**src/hw/drv_ctl_notes_unused.sv**
```systemverilog
// spare file: every piece of logic sits in output_driver_control_logic.sv

```
**src/hw/drv_ctl_pkg.sv**
```systemverilog
// constants, register map and frame layout for the output driver control block
// assumes a 100 MHz system clock and a serial link sampled by that clock
package drv_ctl_pkg;

    localparam int CLK_HZ = 100_000_000;
    localparam int LINK_MAX_HZ = 50_000_000;
    localparam int POR_SETTLE_CYCLES = 4;

    localparam int WORD_BITS = 16;
    localparam logic [4:0] WORD_BITS_5 = 5'h10;

    // frame field positions, msb first on the wire
    localparam int F_ADDR_HI = 15;
    localparam int F_ADDR_LO = 13;
    localparam int F_RW = 12;
    localparam int F_ZERO_HI = 11;
    localparam int F_RANGE_HI = 10;
    localparam int F_RANGE_LO = 7;
    localparam int F_CLEAR_LEVEL_CHOICE = 6;
    localparam int F_OUTPUT_DRIVE_ON = 5;
    localparam int F_CLEAR = 4;
    localparam int F_RSET = 3;
    localparam int F_RESET = 2;

    // range codes that select the current channel
    localparam logic [3:0] RANGE_I_4_20 = 4'h0;
    localparam logic [3:0] RANGE_I_0_20 = 4'h1;
    localparam logic [3:0] RANGE_I_0_24 = 4'h2;

    // avalon register byte offsets
    localparam logic [4:0] ADDR_CTRL = 5'h00;
    localparam logic [4:0] ADDR_STATUS = 5'h04;
    localparam logic [4:0] ADDR_LAST_WORD = 5'h08;
    localparam logic [4:0] ADDR_CFG = 5'h0c;
    localparam logic [4:0] ADDR_ERRCNT = 5'h10;

    localparam logic [1:0] CFG_RESET = 2'h1;
    localparam int CFG_LISTEN = 0;
    localparam int CFG_STRICT = 1;

    typedef struct packed {
        logic [3:0] range_code;
        logic clear_level_choice;
        logic output_drive_on;
        logic clear_cmd;
        logic rset_internal;
    } ctrl_t;

    localparam ctrl_t CTRL_RESET = '{default: 1'b0};

    typedef struct packed {
        logic [2:0] slot;
        logic read_not_write;
        logic zero_hi;
        logic [3:0] range_code;
        logic clear_level_choice;
        logic output_drive_on;
        logic clear_cmd;
        logic rset_internal;
        logic soft_reset;
        logic [1:0] zero_lo;
    } frame_t;

    typedef struct packed {
        logic iout_en;
        logic vout_en;
        logic vout_zero;
        logic clear_active;
    } drive_t;

    typedef enum logic [1:0] {
        ST_POR,
        ST_SW,
        ST_HW
    } mode_t;

endpackage

```
**src/hw/output_driver_control_logic.sv**
```systemverilog
// control logic of a single channel voltage/current output driver
// serial link, strap and control pins arrive asynchronously and are synchronised here;
// i_sys_rst stands in for the power-on reset of the part
`timescale 1ns/1ps

// How it works
// - sense strap mode at power up
// - software mode, clear high: drive zero volts
// - software mode, clear low: voltage tristate
// - current channel starts tristate in software mode
// - clear still high at enable: clear level
// - hardware mode follows range, enable, clear pins
// - power-on reset zeroes the control and output registers; cfg resets to listen
// - software mode powers up with outputs off
// - software reset by pin or bit
// - reset returns outputs to power-on state
// - reset pin acts on level
// - reset bit returns to zero itself
// - no reset in hardware mode
// - disabled output tristates both channels outside the zero-volt hold
// - never drive both channels together
// - grounded strap selects software mode
// - sixteen bits msb first, falling edge
// - top three bits carry device address
// - only the slot-matching device acts
module output_driver_control_logic
    import drv_ctl_pkg::*;
(
    input wire logic i_ref_clk,
    input wire logic i_sys_rst,
    input wire logic i_sclk,
    input wire logic i_sdin,
    input wire logic i_sync_n,
    input wire logic i_clear,
    input wire logic i_reset_n,
    input wire logic i_config_source_strap,
    input wire logic [2:0] i_board_slot_strap,
    input wire logic [3:0] i_range_code,
    input wire logic i_output_drive_on,
    input wire logic i_clear_level_choice,
    input wire logic [4:0] i_avs_address,
    input wire logic i_avs_read,
    input wire logic i_avs_write,
    input wire logic [31:0] i_avs_writedata,
    input wire logic [3:0] i_avs_byteenable,
    output logic [31:0] o_avs_readdata,
    output logic o_avs_waitrequest,
    output logic o_iout_drive_en,
    output logic o_vout_drive_en,
    output logic o_vout_force_zero,
    output logic o_clear_active,
    output logic [3:0] o_range_code,
    output logic o_clear_level_choice
);

    function automatic logic is_current_range(input logic [3:0] code);
        return code == RANGE_I_4_20 || code == RANGE_I_0_20 || code == RANGE_I_0_24;
    endfunction

    // two-flop synchronisers; only the second stage is read
    logic [10:0] sync_a;
    logic [10:0] sync_b;
    logic sclk_prev;

    always_ff @(posedge i_ref_clk) begin
        if (i_sys_rst) begin
            // pins start at their idle levels so no false serial clock edge follows reset
            sync_a <= 11'h700;
            sync_b <= 11'h700;
            sclk_prev <= 1'b1;
        end else begin
            sync_a <= {i_reset_n, i_sync_n, i_sclk, i_sdin, i_clear, i_config_source_strap,
                       i_output_drive_on, i_clear_level_choice, i_board_slot_strap};
            sync_b <= sync_a;
            sclk_prev <= sync_b[8];
        end
    end

    logic reset_n_s;
    logic sync_n_s;
    logic sclk_s;
    logic sdin_s;
    logic clear_s;
    logic strap_s;
    logic hw_output_drive_on_s;
    logic hw_clear_level_choice_s;
    logic [2:0] slot_s;
    logic [3:0] range_a;
    logic [3:0] range_s;

    assign {reset_n_s, sync_n_s, sclk_s, sdin_s, clear_s, strap_s, hw_output_drive_on_s, hw_clear_level_choice_s, slot_s} = sync_b;

    always_ff @(posedge i_ref_clk) begin
        if (i_sys_rst) begin
            range_a <= 4'h0;
            range_s <= 4'h0;
        end else begin
            range_a <= i_range_code;
            range_s <= range_a;
        end
    end

    // serial shift register; the link is sampled, so the ref clock must run
    // well over twice the serial clock and the full link rate is not reachable
    logic sclk_fall;
    logic [15:0] shift;
    logic [4:0] bit_cnt;
    logic word_done;

    assign sclk_fall = sclk_prev && !sclk_s;

    always_ff @(posedge i_ref_clk) begin
        if (i_sys_rst) begin
            shift <= 16'h0000;
            bit_cnt <= 5'h00;
            word_done <= 1'b0;
        end else begin
            word_done <= 1'b0;
            if (sync_n_s) begin
                bit_cnt <= 5'h00;
            end else if (sclk_fall && bit_cnt != WORD_BITS_5) begin
                shift <= {shift[14:0], sdin_s};
                bit_cnt <= bit_cnt + 5'h01;
                word_done <= bit_cnt == WORD_BITS_5 - 5'h01;
            end
        end
    end

    frame_t frame;
    logic [1:0] cfg;
    logic slot_hit;
    logic bad_bits;
    logic accept;

    assign frame = frame_t'(shift);
    assign slot_hit = frame.slot == slot_s;
    assign bad_bits = frame.zero_hi || frame.zero_lo != 2'h0;
    assign accept = word_done && slot_hit && !frame.read_not_write && cfg[CFG_LISTEN] &&
                    !(cfg[CFG_STRICT] && bad_bits);

    // power-up mode sensing
    mode_t mode;
    logic [2:0] por_cnt;
    logic pwrup_zero;
    ctrl_t ctrl;
    logic sw_reset;

    assign sw_reset = mode == ST_SW && (!reset_n_s || (accept && frame.soft_reset));

    always_ff @(posedge i_ref_clk) begin
        if (i_sys_rst) begin
            mode <= ST_POR;
            por_cnt <= 3'h0;
        end else begin
            unique case (mode)
                ST_POR: begin
                    por_cnt <= por_cnt + 3'h1;
                    if (por_cnt == 3'(POR_SETTLE_CYCLES - 1)) begin
                        mode <= strap_s ? ST_HW : ST_SW;
                    end
                end
                ST_SW: mode <= ST_SW;
                ST_HW: mode <= ST_HW;
            endcase
        end
    end

    // zero-volt hold taken at power up and after every software reset
    always_ff @(posedge i_ref_clk) begin
        if (i_sys_rst) begin
            pwrup_zero <= 1'b0;
        end else if (mode == ST_POR) begin
            pwrup_zero <= clear_s;
        end else if (sw_reset) begin
            pwrup_zero <= clear_s;
        end else if (mode == ST_SW && ctrl.output_drive_on) begin
            pwrup_zero <= 1'b0;
        end
    end

    // control register; a reset command zeroes it, so the reset bit never stays set
    always_ff @(posedge i_ref_clk) begin
        if (i_sys_rst) begin
            ctrl <= CTRL_RESET;
        end else if (mode != ST_SW || sw_reset) begin
            ctrl <= CTRL_RESET;
        end else if (accept) begin
            ctrl.range_code <= frame.range_code;
            ctrl.clear_level_choice <= frame.clear_level_choice;
            ctrl.output_drive_on <= frame.output_drive_on;
            ctrl.clear_cmd <= frame.clear_cmd;
            ctrl.rset_internal <= frame.rset_internal;
        end
    end

    // output drive decision
    logic [3:0] eff_range;
    logic eff_output_drive_on;
    logic eff_clear;
    logic eff_clear_level_choice;
    drive_t next_drive;

    always_comb begin
        eff_range = mode == ST_HW ? range_s : ctrl.range_code;
        eff_output_drive_on = mode == ST_HW ? hw_output_drive_on_s : (mode == ST_SW && ctrl.output_drive_on);
        eff_clear = clear_s || (mode == ST_SW && ctrl.clear_cmd);
        eff_clear_level_choice = mode == ST_HW ? hw_clear_level_choice_s : (ctrl.clear_level_choice || hw_clear_level_choice_s);
        next_drive = '{default: 1'b0};
        if (eff_output_drive_on) begin
            // exactly one channel per range code
            next_drive.iout_en = is_current_range(eff_range);
            next_drive.vout_en = !is_current_range(eff_range);
            next_drive.clear_active = eff_clear;
        end else if (mode == ST_SW && pwrup_zero) begin
            next_drive.vout_en = 1'b1;
            next_drive.vout_zero = 1'b1;
        end
        // anything else leaves both channels tristate
    end

    always_ff @(posedge i_ref_clk) begin
        if (i_sys_rst) begin
            o_iout_drive_en <= 1'b0;
            o_vout_drive_en <= 1'b0;
            o_vout_force_zero <= 1'b0;
            o_clear_active <= 1'b0;
            o_range_code <= 4'h0;
            o_clear_level_choice <= 1'b0;
        end else begin
            o_iout_drive_en <= next_drive.iout_en;
            o_vout_drive_en <= next_drive.vout_en;
            o_vout_force_zero <= next_drive.vout_zero;
            o_clear_active <= next_drive.clear_active;
            o_range_code <= eff_range;
            o_clear_level_choice <= eff_clear_level_choice;
        end
    end

    // diagnostics kept for software
    logic [15:0] last_word;
    logic [7:0] err_cnt;

    always_ff @(posedge i_ref_clk) begin
        if (i_sys_rst) begin
            last_word <= 16'h0000;
            err_cnt <= 8'h00;
        end else if (word_done && slot_hit) begin
            last_word <= shift;
            if (bad_bits && err_cnt != 8'hff) begin
                err_cnt <= err_cnt + 8'h01;
            end
        end
    end

    // avalon slave: one wait cycle, answer on the second edge of a request
    logic req;
    logic [31:0] next_rdata;

    assign req = i_avs_read || i_avs_write;

    always_comb begin
        unique case (i_avs_address)
            ADDR_CTRL: next_rdata = {24'h0, ctrl.range_code, ctrl.clear_level_choice, ctrl.output_drive_on,
                                      ctrl.clear_cmd, ctrl.rset_internal};
            ADDR_STATUS: next_rdata = {24'h0, slot_s, clear_s, !reset_n_s, pwrup_zero,
                                        mode == ST_HW, mode == ST_SW};
            ADDR_LAST_WORD: next_rdata = {16'h0, last_word};
            ADDR_CFG: next_rdata = {30'h0, cfg};
            ADDR_ERRCNT: next_rdata = {24'h0, err_cnt};
            default: next_rdata = 32'h0;
        endcase
    end

    always_ff @(posedge i_ref_clk) begin
        if (i_sys_rst) begin
            o_avs_waitrequest <= 1'b1;
            o_avs_readdata <= 32'h0;
        end else begin
            o_avs_waitrequest <= !(req && o_avs_waitrequest);
            if (i_avs_read && o_avs_waitrequest) begin
                o_avs_readdata <= next_rdata;
            end
        end
    end

    always_ff @(posedge i_ref_clk) begin
        if (i_sys_rst) begin
            cfg <= CFG_RESET;
        end else if (i_avs_write && !o_avs_waitrequest && i_avs_address == ADDR_CFG && i_avs_byteenable[0]) begin
            cfg <= i_avs_writedata[1:0];
        end
    end
endmodule // output_driver_control_logic

```
**config.mk**
```make
export PLATFORM = sky130hd
export DESIGN_NAME = output_driver_control_logic
export DESIGN_NICKNAME = d
export VERILOG_FILES = /design/src/hw/drv_ctl_notes_unused.sv /design/src/hw/drv_ctl_pkg.sv /design/src/hw/output_driver_control_logic.sv
export SDC_FILE = /design/constraint.sdc
export NUM_CORES = 1
export LEC_CHECK = 0
export BUFFER_PORTS_ARGS = -buffer_cell sky130_fd_sc_hd__clkbuf_2
export CAP_MARGIN = 20
export CORE_MARGIN = 10
export CORE_UTILIZATION = 54
export DETAILED_ROUTE_END_ITERATION = 10
export PLACE_DENSITY_LB_ADDON = 0.3
export SYNTH_ARGS = -nofsm -noshare
export SYNTH_HDL_FRONTEND = slang
export SYNTH_SLANG_ARGS = --single-unit
```
**constraint.sdc**
```tcl
create_clock -name i_ref_clk -period 2.4 [get_ports i_ref_clk]
set_input_delay 0.6 -clock i_ref_clk [delete_from_list [all_inputs] [get_ports i_ref_clk]]
set_output_delay 0.6 -clock i_ref_clk [all_outputs]
set_load 0.01 [all_outputs]
```
==> results of run 1 <==
-- critical path, cell delays in order (launching register included) --
cell and delay [ns]:
dfxtp_1 0.39, inv_1 0.06, ha_1 0.18, nor4bb_1 0.18, nor3b_2 0.66, buf_4 0.33
mux2i_1 0.23, nor2_1 0.05
-- routing by layer --
layer  vias to the layer above  wire length [microns]
li1                       1826                      -
met1                      1727                   4509
met2                       148                   4737
met3                        16                    872
met4                         0                    138
met5                         -                      0
-- area by class of cell --
| cell class | count | area [sq um] |
|---|---|---|
| sequential | 119 | 2382 |
| fill | 663 | 2923 |
| clock buffer | 18 | 417.9 |
| clock inverter | 14 | 271.5 |
| inverter | 11 | 41.29 |
| multi-input combinational | 346 | 2130 |
| timing repair buffer | 62 | 335.3 |
| tap | 108 | 135.1 |
-- registers in the layout, indices dropped and copies added (netlist names), 4 cells and up --
register        count
sync_a             11
ctrl                8
frame              16
last_word          16
o_avs_readdata     16
range_s             4
err_cnt             8
sync_b             11
bit_cnt             5
range_a             4
o_range_code        4
-- power groups by stage --
stage	logic [mW]	registers (mW)	clock network, mW
floorplan	0.356	2.11	0
global placement	0.422	2.11	0
detailed placement	0.438	2.12	0
CTS	0.450	2.08	2.94
global route	0.507	2.08	3.00
finish	0.453	2.08	2.89
-- cell usage in the layout, fill, tap and decap left out, types with 10 or more instances in the layout --
cell / instances
o21ai_0: 22
nor2b_1: 27
nor2_1: 41
clkbuf_16: 16
nand2_1: 54
buf_4: 10
dfxtp_1: 119
mux2i_1: 25
nand3_1: 12
or2_2: 10
conb_1: 16
a21oi_1: 45
inv_1: 11
clkbuf_2: 52
-- kinds of logic after synthesis --
kind of cell | Yosys count | share of synthesized area (%)
other | 1 | 0.07918
and+or+nand+nor | 184 | 20.16
muxes | 33 | 7.186
adders and majority gates | 9 | 2.378
DFF | 119 | 50.30
buffers and inverters | 56 | 6.024
xor gates and xnor gates | 7 | 1.295
AOI/OAI and AO/OA | 97 | 12.58
-- how the worst max path moves through the flow --
stage,startpoint,to
2_1_floorplan,i_avs_address[4],o_avs_readdata[2]
3_3_place_gp,bit_cnt[0],frame[8]
3_5_place_dp,bit_cnt[0],frame[4]
4_1_cts,bit_cnt[0],frame[5]
5_1_grt,bit_cnt[0],frame[2]
6_report,bit_cnt[0],frame[4]
==> qor.txt, run 1 <==
Initial antenna violation count: 0
Fmax: 454.1 MHz
Hold buffer count at CTS: 0
Site Rows: 34
Die area: 0.01292 sq mm
Area contributors post-synth: dfxtp_1 50%, mux2i_1 5.3%, a21oi_1 4.8%
Clock power frac: 53.3%
End of the worst hold path: sync_a[10]
Final setup skew: 0.006708 ns
Combinational Power Share: 8.4%
Sequential share of the synthesized area: 50.30%
Post-route setup TNS: 0 ns
WHS: 0.2788 ns
Largest net degree at the start of global routing: 40
Die height: 113.7 microns
Commonest cells post-synth: 119 x dfxtp_1, 54 x nand2_1, 45 x a21oi_1
Sequential share of power: 38.3%
Max IR drop VDD: 675.4 uV
Initial Util: 54.84%
Gr ovfl total: 0
1st-iter DRT viols: 230
FF-to-FF Start: bit_cnt[0]
Remaining antenna violation count: 0
Worst slack, placed: 0.2280 ns
Synthesized area per cell: 9.359 sq um
Max-slew violations: 0
Number of buffers inserted by port buffering: 52
Post-route non-filler standard cell count: 678
WL/cell: 15.13 microns
Fin nets: 626
H-tree lvl count: 4
Number of flops mapped to enable cells by yosys: 0
Sw Share: 21.98%
Internal power: 4.232 mW
Clock Sink Count: 119
Cell area after layout: 0.005713 sq mm
Clock root buffer: clkbuf_8
Count leader, synth: dfxtp_1
WP data required: 2.79 ns
Placed Cells incl. Taps: 646
Overall Global Routing Usage: 15.88%
#FFs+latches synth: 119
RSZ-0062 raised after global routing: no
Status: finished, final reports clean
Max_cap viols: 0
Worst reg2reg path endpoint: frame[4]
M1 GR Usage: 18.60%
Fin util: 66.15%
DR vias: 3,717
Synthesis-to-layout area growth: 20.63%
Fin worst setup slack: 0.1978 ns
Final hold vios: 0
Yosys top cell by area: dfxtp_1
Crit path kind: reg -> reg
Reg-to-reg slack, setup: 0.20 ns
Hold_sp: i_reset_n
IO Count: 102
WP data arrival: 2.59 ns
GRT met2 Usage: 25.62%
Number of diodes: 0
Cells after Synth: 506
Leak: 2.209 nW
Ys Warns: 0
First-pass GRT wire length: 16,880 microns
Worst Reg-to-Reg Cells: 7
Min Tclk post-route: 2.202 ns
CTS tree: yes
Top cell type's share of synthesized area: 50.30%
Detailed Routing Iterations Pass 1: 5
Hpwl dp: 7107 microns
Worst relative slew slack: 47.24%
Ys flop type: dfxtp_1
Fin crit share: 91.76%
Clock Path Buffers: 2
Core area: 0.008636 sq mm
# DRC: 0
Hold Path Depth: 2
Detailed Route WL: 10,260 microns
NetSw: 1.192 mW
Worst-path fanout max: 9
Met3 usage: 6.562%
GRT Max-Usage Layer: met2
Area after DPL: 0.005024 sq mm
Clock buffer count from CTS: 17
Power, Total: 5.424 mW
Chip width: 113.7 microns
CP endpoint kind: flip-flop
Setup violations, final: 0
Async set-reset flop share out of synthesis: 0%
Hold Path Class: in -> reg
Vias/cell: 5.482
Worst Max-Slew Pin Slew: 0.7879 ns
Crit start category: flip-flop
Post-CTS setup buffers: 0
Area of the mapped netlist: 0.004736 sq mm
Final GP Congestion: 0.8019
Number of global-route vias before repair: 3,630
Worst-skew pair later-pin latency: 0.50 ns
Layout cells sized above 1: 20.35%
Worst-path clk slew: 0.06 ns
Netlist cell types: 50
Pwr per Cell Area: 949.4 mW/mm^2
Post-CTS Resized: 0
(Power assumes the default switching activity.)
==> run 2: changes to the inputs <==
--- a/config.mk
+++ b/config.mk
@@ -7,8 +7,8 @@
 export LEC_CHECK = 0
 export BUFFER_PORTS_ARGS = -buffer_cell sky130_fd_sc_hd__clkbuf_2
 export CAP_MARGIN = 20
-export CORE_MARGIN = 10
-export CORE_UTILIZATION = 54
+export CORE_UTILIZATION = 40
+export CTS_CLUSTER_SIZE = 16
 export DETAILED_ROUTE_END_ITERATION = 10
 export PLACE_DENSITY_LB_ADDON = 0.3
 export SYNTH_ARGS = -nofsm -noshare
==> qor.txt, run 2 (synthesized netlist as in run 1, its figures left out) <==
Clock buffer count from CTS: 17
Worst-path clk slew: 0.06 ns
Detailed Routing Iterations Pass 1: 5
CP endpoint kind: flip-flop
Largest net degree at the start of global routing: 41
Area after DPL: 0.005067 sq mm
Remaining antenna violation count: 0
Cell area after layout: 0.005660 sq mm
Crit start category: flip-flop
Post-CTS setup buffers: 0
Number of diodes: 0
Number of global-route vias before repair: 3,407
Worst Reg-to-Reg Cells: 7
Fmax: 535.0 MHz
Hold Path Depth: 2
Max-slew violations: 0
Synthesis-to-layout area growth: 19.52%
Multi-input logic area: 0.002130 sq mm
Die height: 110.8 microns
First-pass GRT wire length: 16,590 microns
Hold Path Class: in -> reg
Max_cap viols: 0
Final GP Congestion: 0.8179
# DRC: 0
Critical-path cell list: inv_1 > ha_1 > nor4bb_1 > nor3b_2 > buf_4 > mux2i_1 > nor2_1
End of the worst hold path: sync_a[9]
Hold buffer count at CTS: 0
Clock Sink Count: 119
Worst relative slew slack: 51.66%
Clock root buffer: clkbuf_16
Vias/cell: 5.181
Min Tclk post-route: 1.869 ns
Slowest stage delay, CP: 0.64 ns
Hpwl dp: 6955 microns
Clock Path Buffers: 2
WP data arrival: 2.16 ns
WP data required: 2.69 ns
Core area: 0.01147 sq mm
Initial antenna violation count: 0
RSZ-0062 raised after global routing: no
Reg-to-reg slack, setup: 0.53 ns
Chip width: 110.8 microns
Detailed Route WL: 10,010 microns
Worst Max-Slew Pin Slew: 0.7153 ns
Site Rows: 39
Leak: 2.167 nW
Worst reg2reg path endpoint: frame[7]
Slowest CP cell: nor4bb_1
Metal-1 WL: 4790 microns
Gr ovfl total: 0
CP top delay family: simple AND/OR/NAND/NOR gates
Number of buffers inserted by port buffering: 52
Hold_sp: i_sync_n
FF-to-FF Start: bit_cnt[0]
CTS tree: yes
Crit path kind: reg -> reg
Max IR drop VDD: 440.2 uV
Fin nets: 626
WL/cell: 14.03 microns
Die area: 0.01228 sq mm
Layout fillers: 1,077
DR top layer: met4
IO Count: 102
Worst-path fanout max: 16
DR vias: 3,694
Final hold vios: 0
1st-iter DRT viols: 172
Status: finished, final reports clean
Final setup skew: 0.003993 ns
Overall Global Routing Usage: 16.97%
Initial Util: 41.30%
Most common cell after layout, fill and taps aside: dfxtp_1
Worst path buffer plus inverter count: 2
FF+latch area: 0.002382 sq mm
Routed wl met3: 655 microns
H-tree lvl count: 4
Fin crit share: 77.88%
Layout cells sized above 1: 20.53%
Most frequent cells in the layout: 119 x dfxtp_1, 54 x nand2_1, 52 x clkbuf_2
Setup violations, final: 0
Post-CTS Resized: 0
Worst-skew pair later-pin latency: 0.41 ns
Pwr per Cell Area: 890.8 mW/mm^2
Post-route setup TNS: 0 ns
DR WL met2: 4325 microns
[run 2: cell types whose count changed in the layout (fill, tap and decap cells not counted), sizes merged]
cell      previous run  this run
bufinv               7         2
clkbuf              70        69
clkinv               6         5
clkinvlp             0         1
inv                 12        18
[run 2: final cells by class]
class                   instances  share of cell area [%]
flip-flops and latches        119                   42.09
multi-input cells             346                   37.62
clock buffers                  17                   7.515
repair buffers                 62                   5.924
well taps                     143                   3.161
clock inverters                15                   2.962
inverters                      11                  0.7294
[run 2: worst reg2reg max path: stages, from the launching register on]
cell and delay [ns]:
dfxtp_1 0.34, inv_1 0.07, ha_1 0.13, nor4bb_1 0.64
nor3b_2 0.09, buf_4 0.25, mux2i_1 0.18, nor2_1 0.06
[run 2: layer usage]
layer	GRT usage (%)	vias to the layer above
li1	-	1837
met1	22.22	1700
met2	25.22	134
met3	5.249	23
met4	8.444	0
met5	0	-
[run 2: report_power, final]
group          internal [mW]  total, mW  switching, mW
Clock                   1.55       2.53          0.975
Sequential              2.04       2.07         0.0342
Combinational          0.176      0.439          0.263
Total                   3.77       5.04           1.27
[run 2: worst max-delay path by stage]
stage / slack [ns] / end / cells past startpoint / startpoint
after detailed placement: 0.28 / o_avs_readdata[3] / 5 / i_avs_address[4]
after floorplan: 0.56 / o_avs_readdata[2] / 5 / i_avs_address[4]
after global placement: 0.38 / o_avs_readdata[3] / 5 / i_avs_address[4]
after global routing: 0.39 / frame[7] / 7 / bit_cnt[0]
after CTS: 0.52 / frame[7] / 7 / bit_cnt[0]
final: 0.53 / frame[7] / 7 / bit_cnt[0]
[run 2: through the flow]
step / cells / hold WS, ns / utilization (%) / power, mW / setup slack (ns)
CTS: 713 / 0.3514 / 49.36 / 5.090 / 0.5187
finish: 713 / 0.3666 / 49.36 / 5.042 / 0.5309
global route: 713 / 0.3587 / 49.36 / 5.224 / 0.3937
detailed placement: 681 / 0.3960 / 44.19 / 2.559 / 0.2764
global placement: 681 / 0.3999 / 44.19 / 2.541 / 0.3752
floorplan: 521 / 0.3895 / - / 2.466 / 0.5584
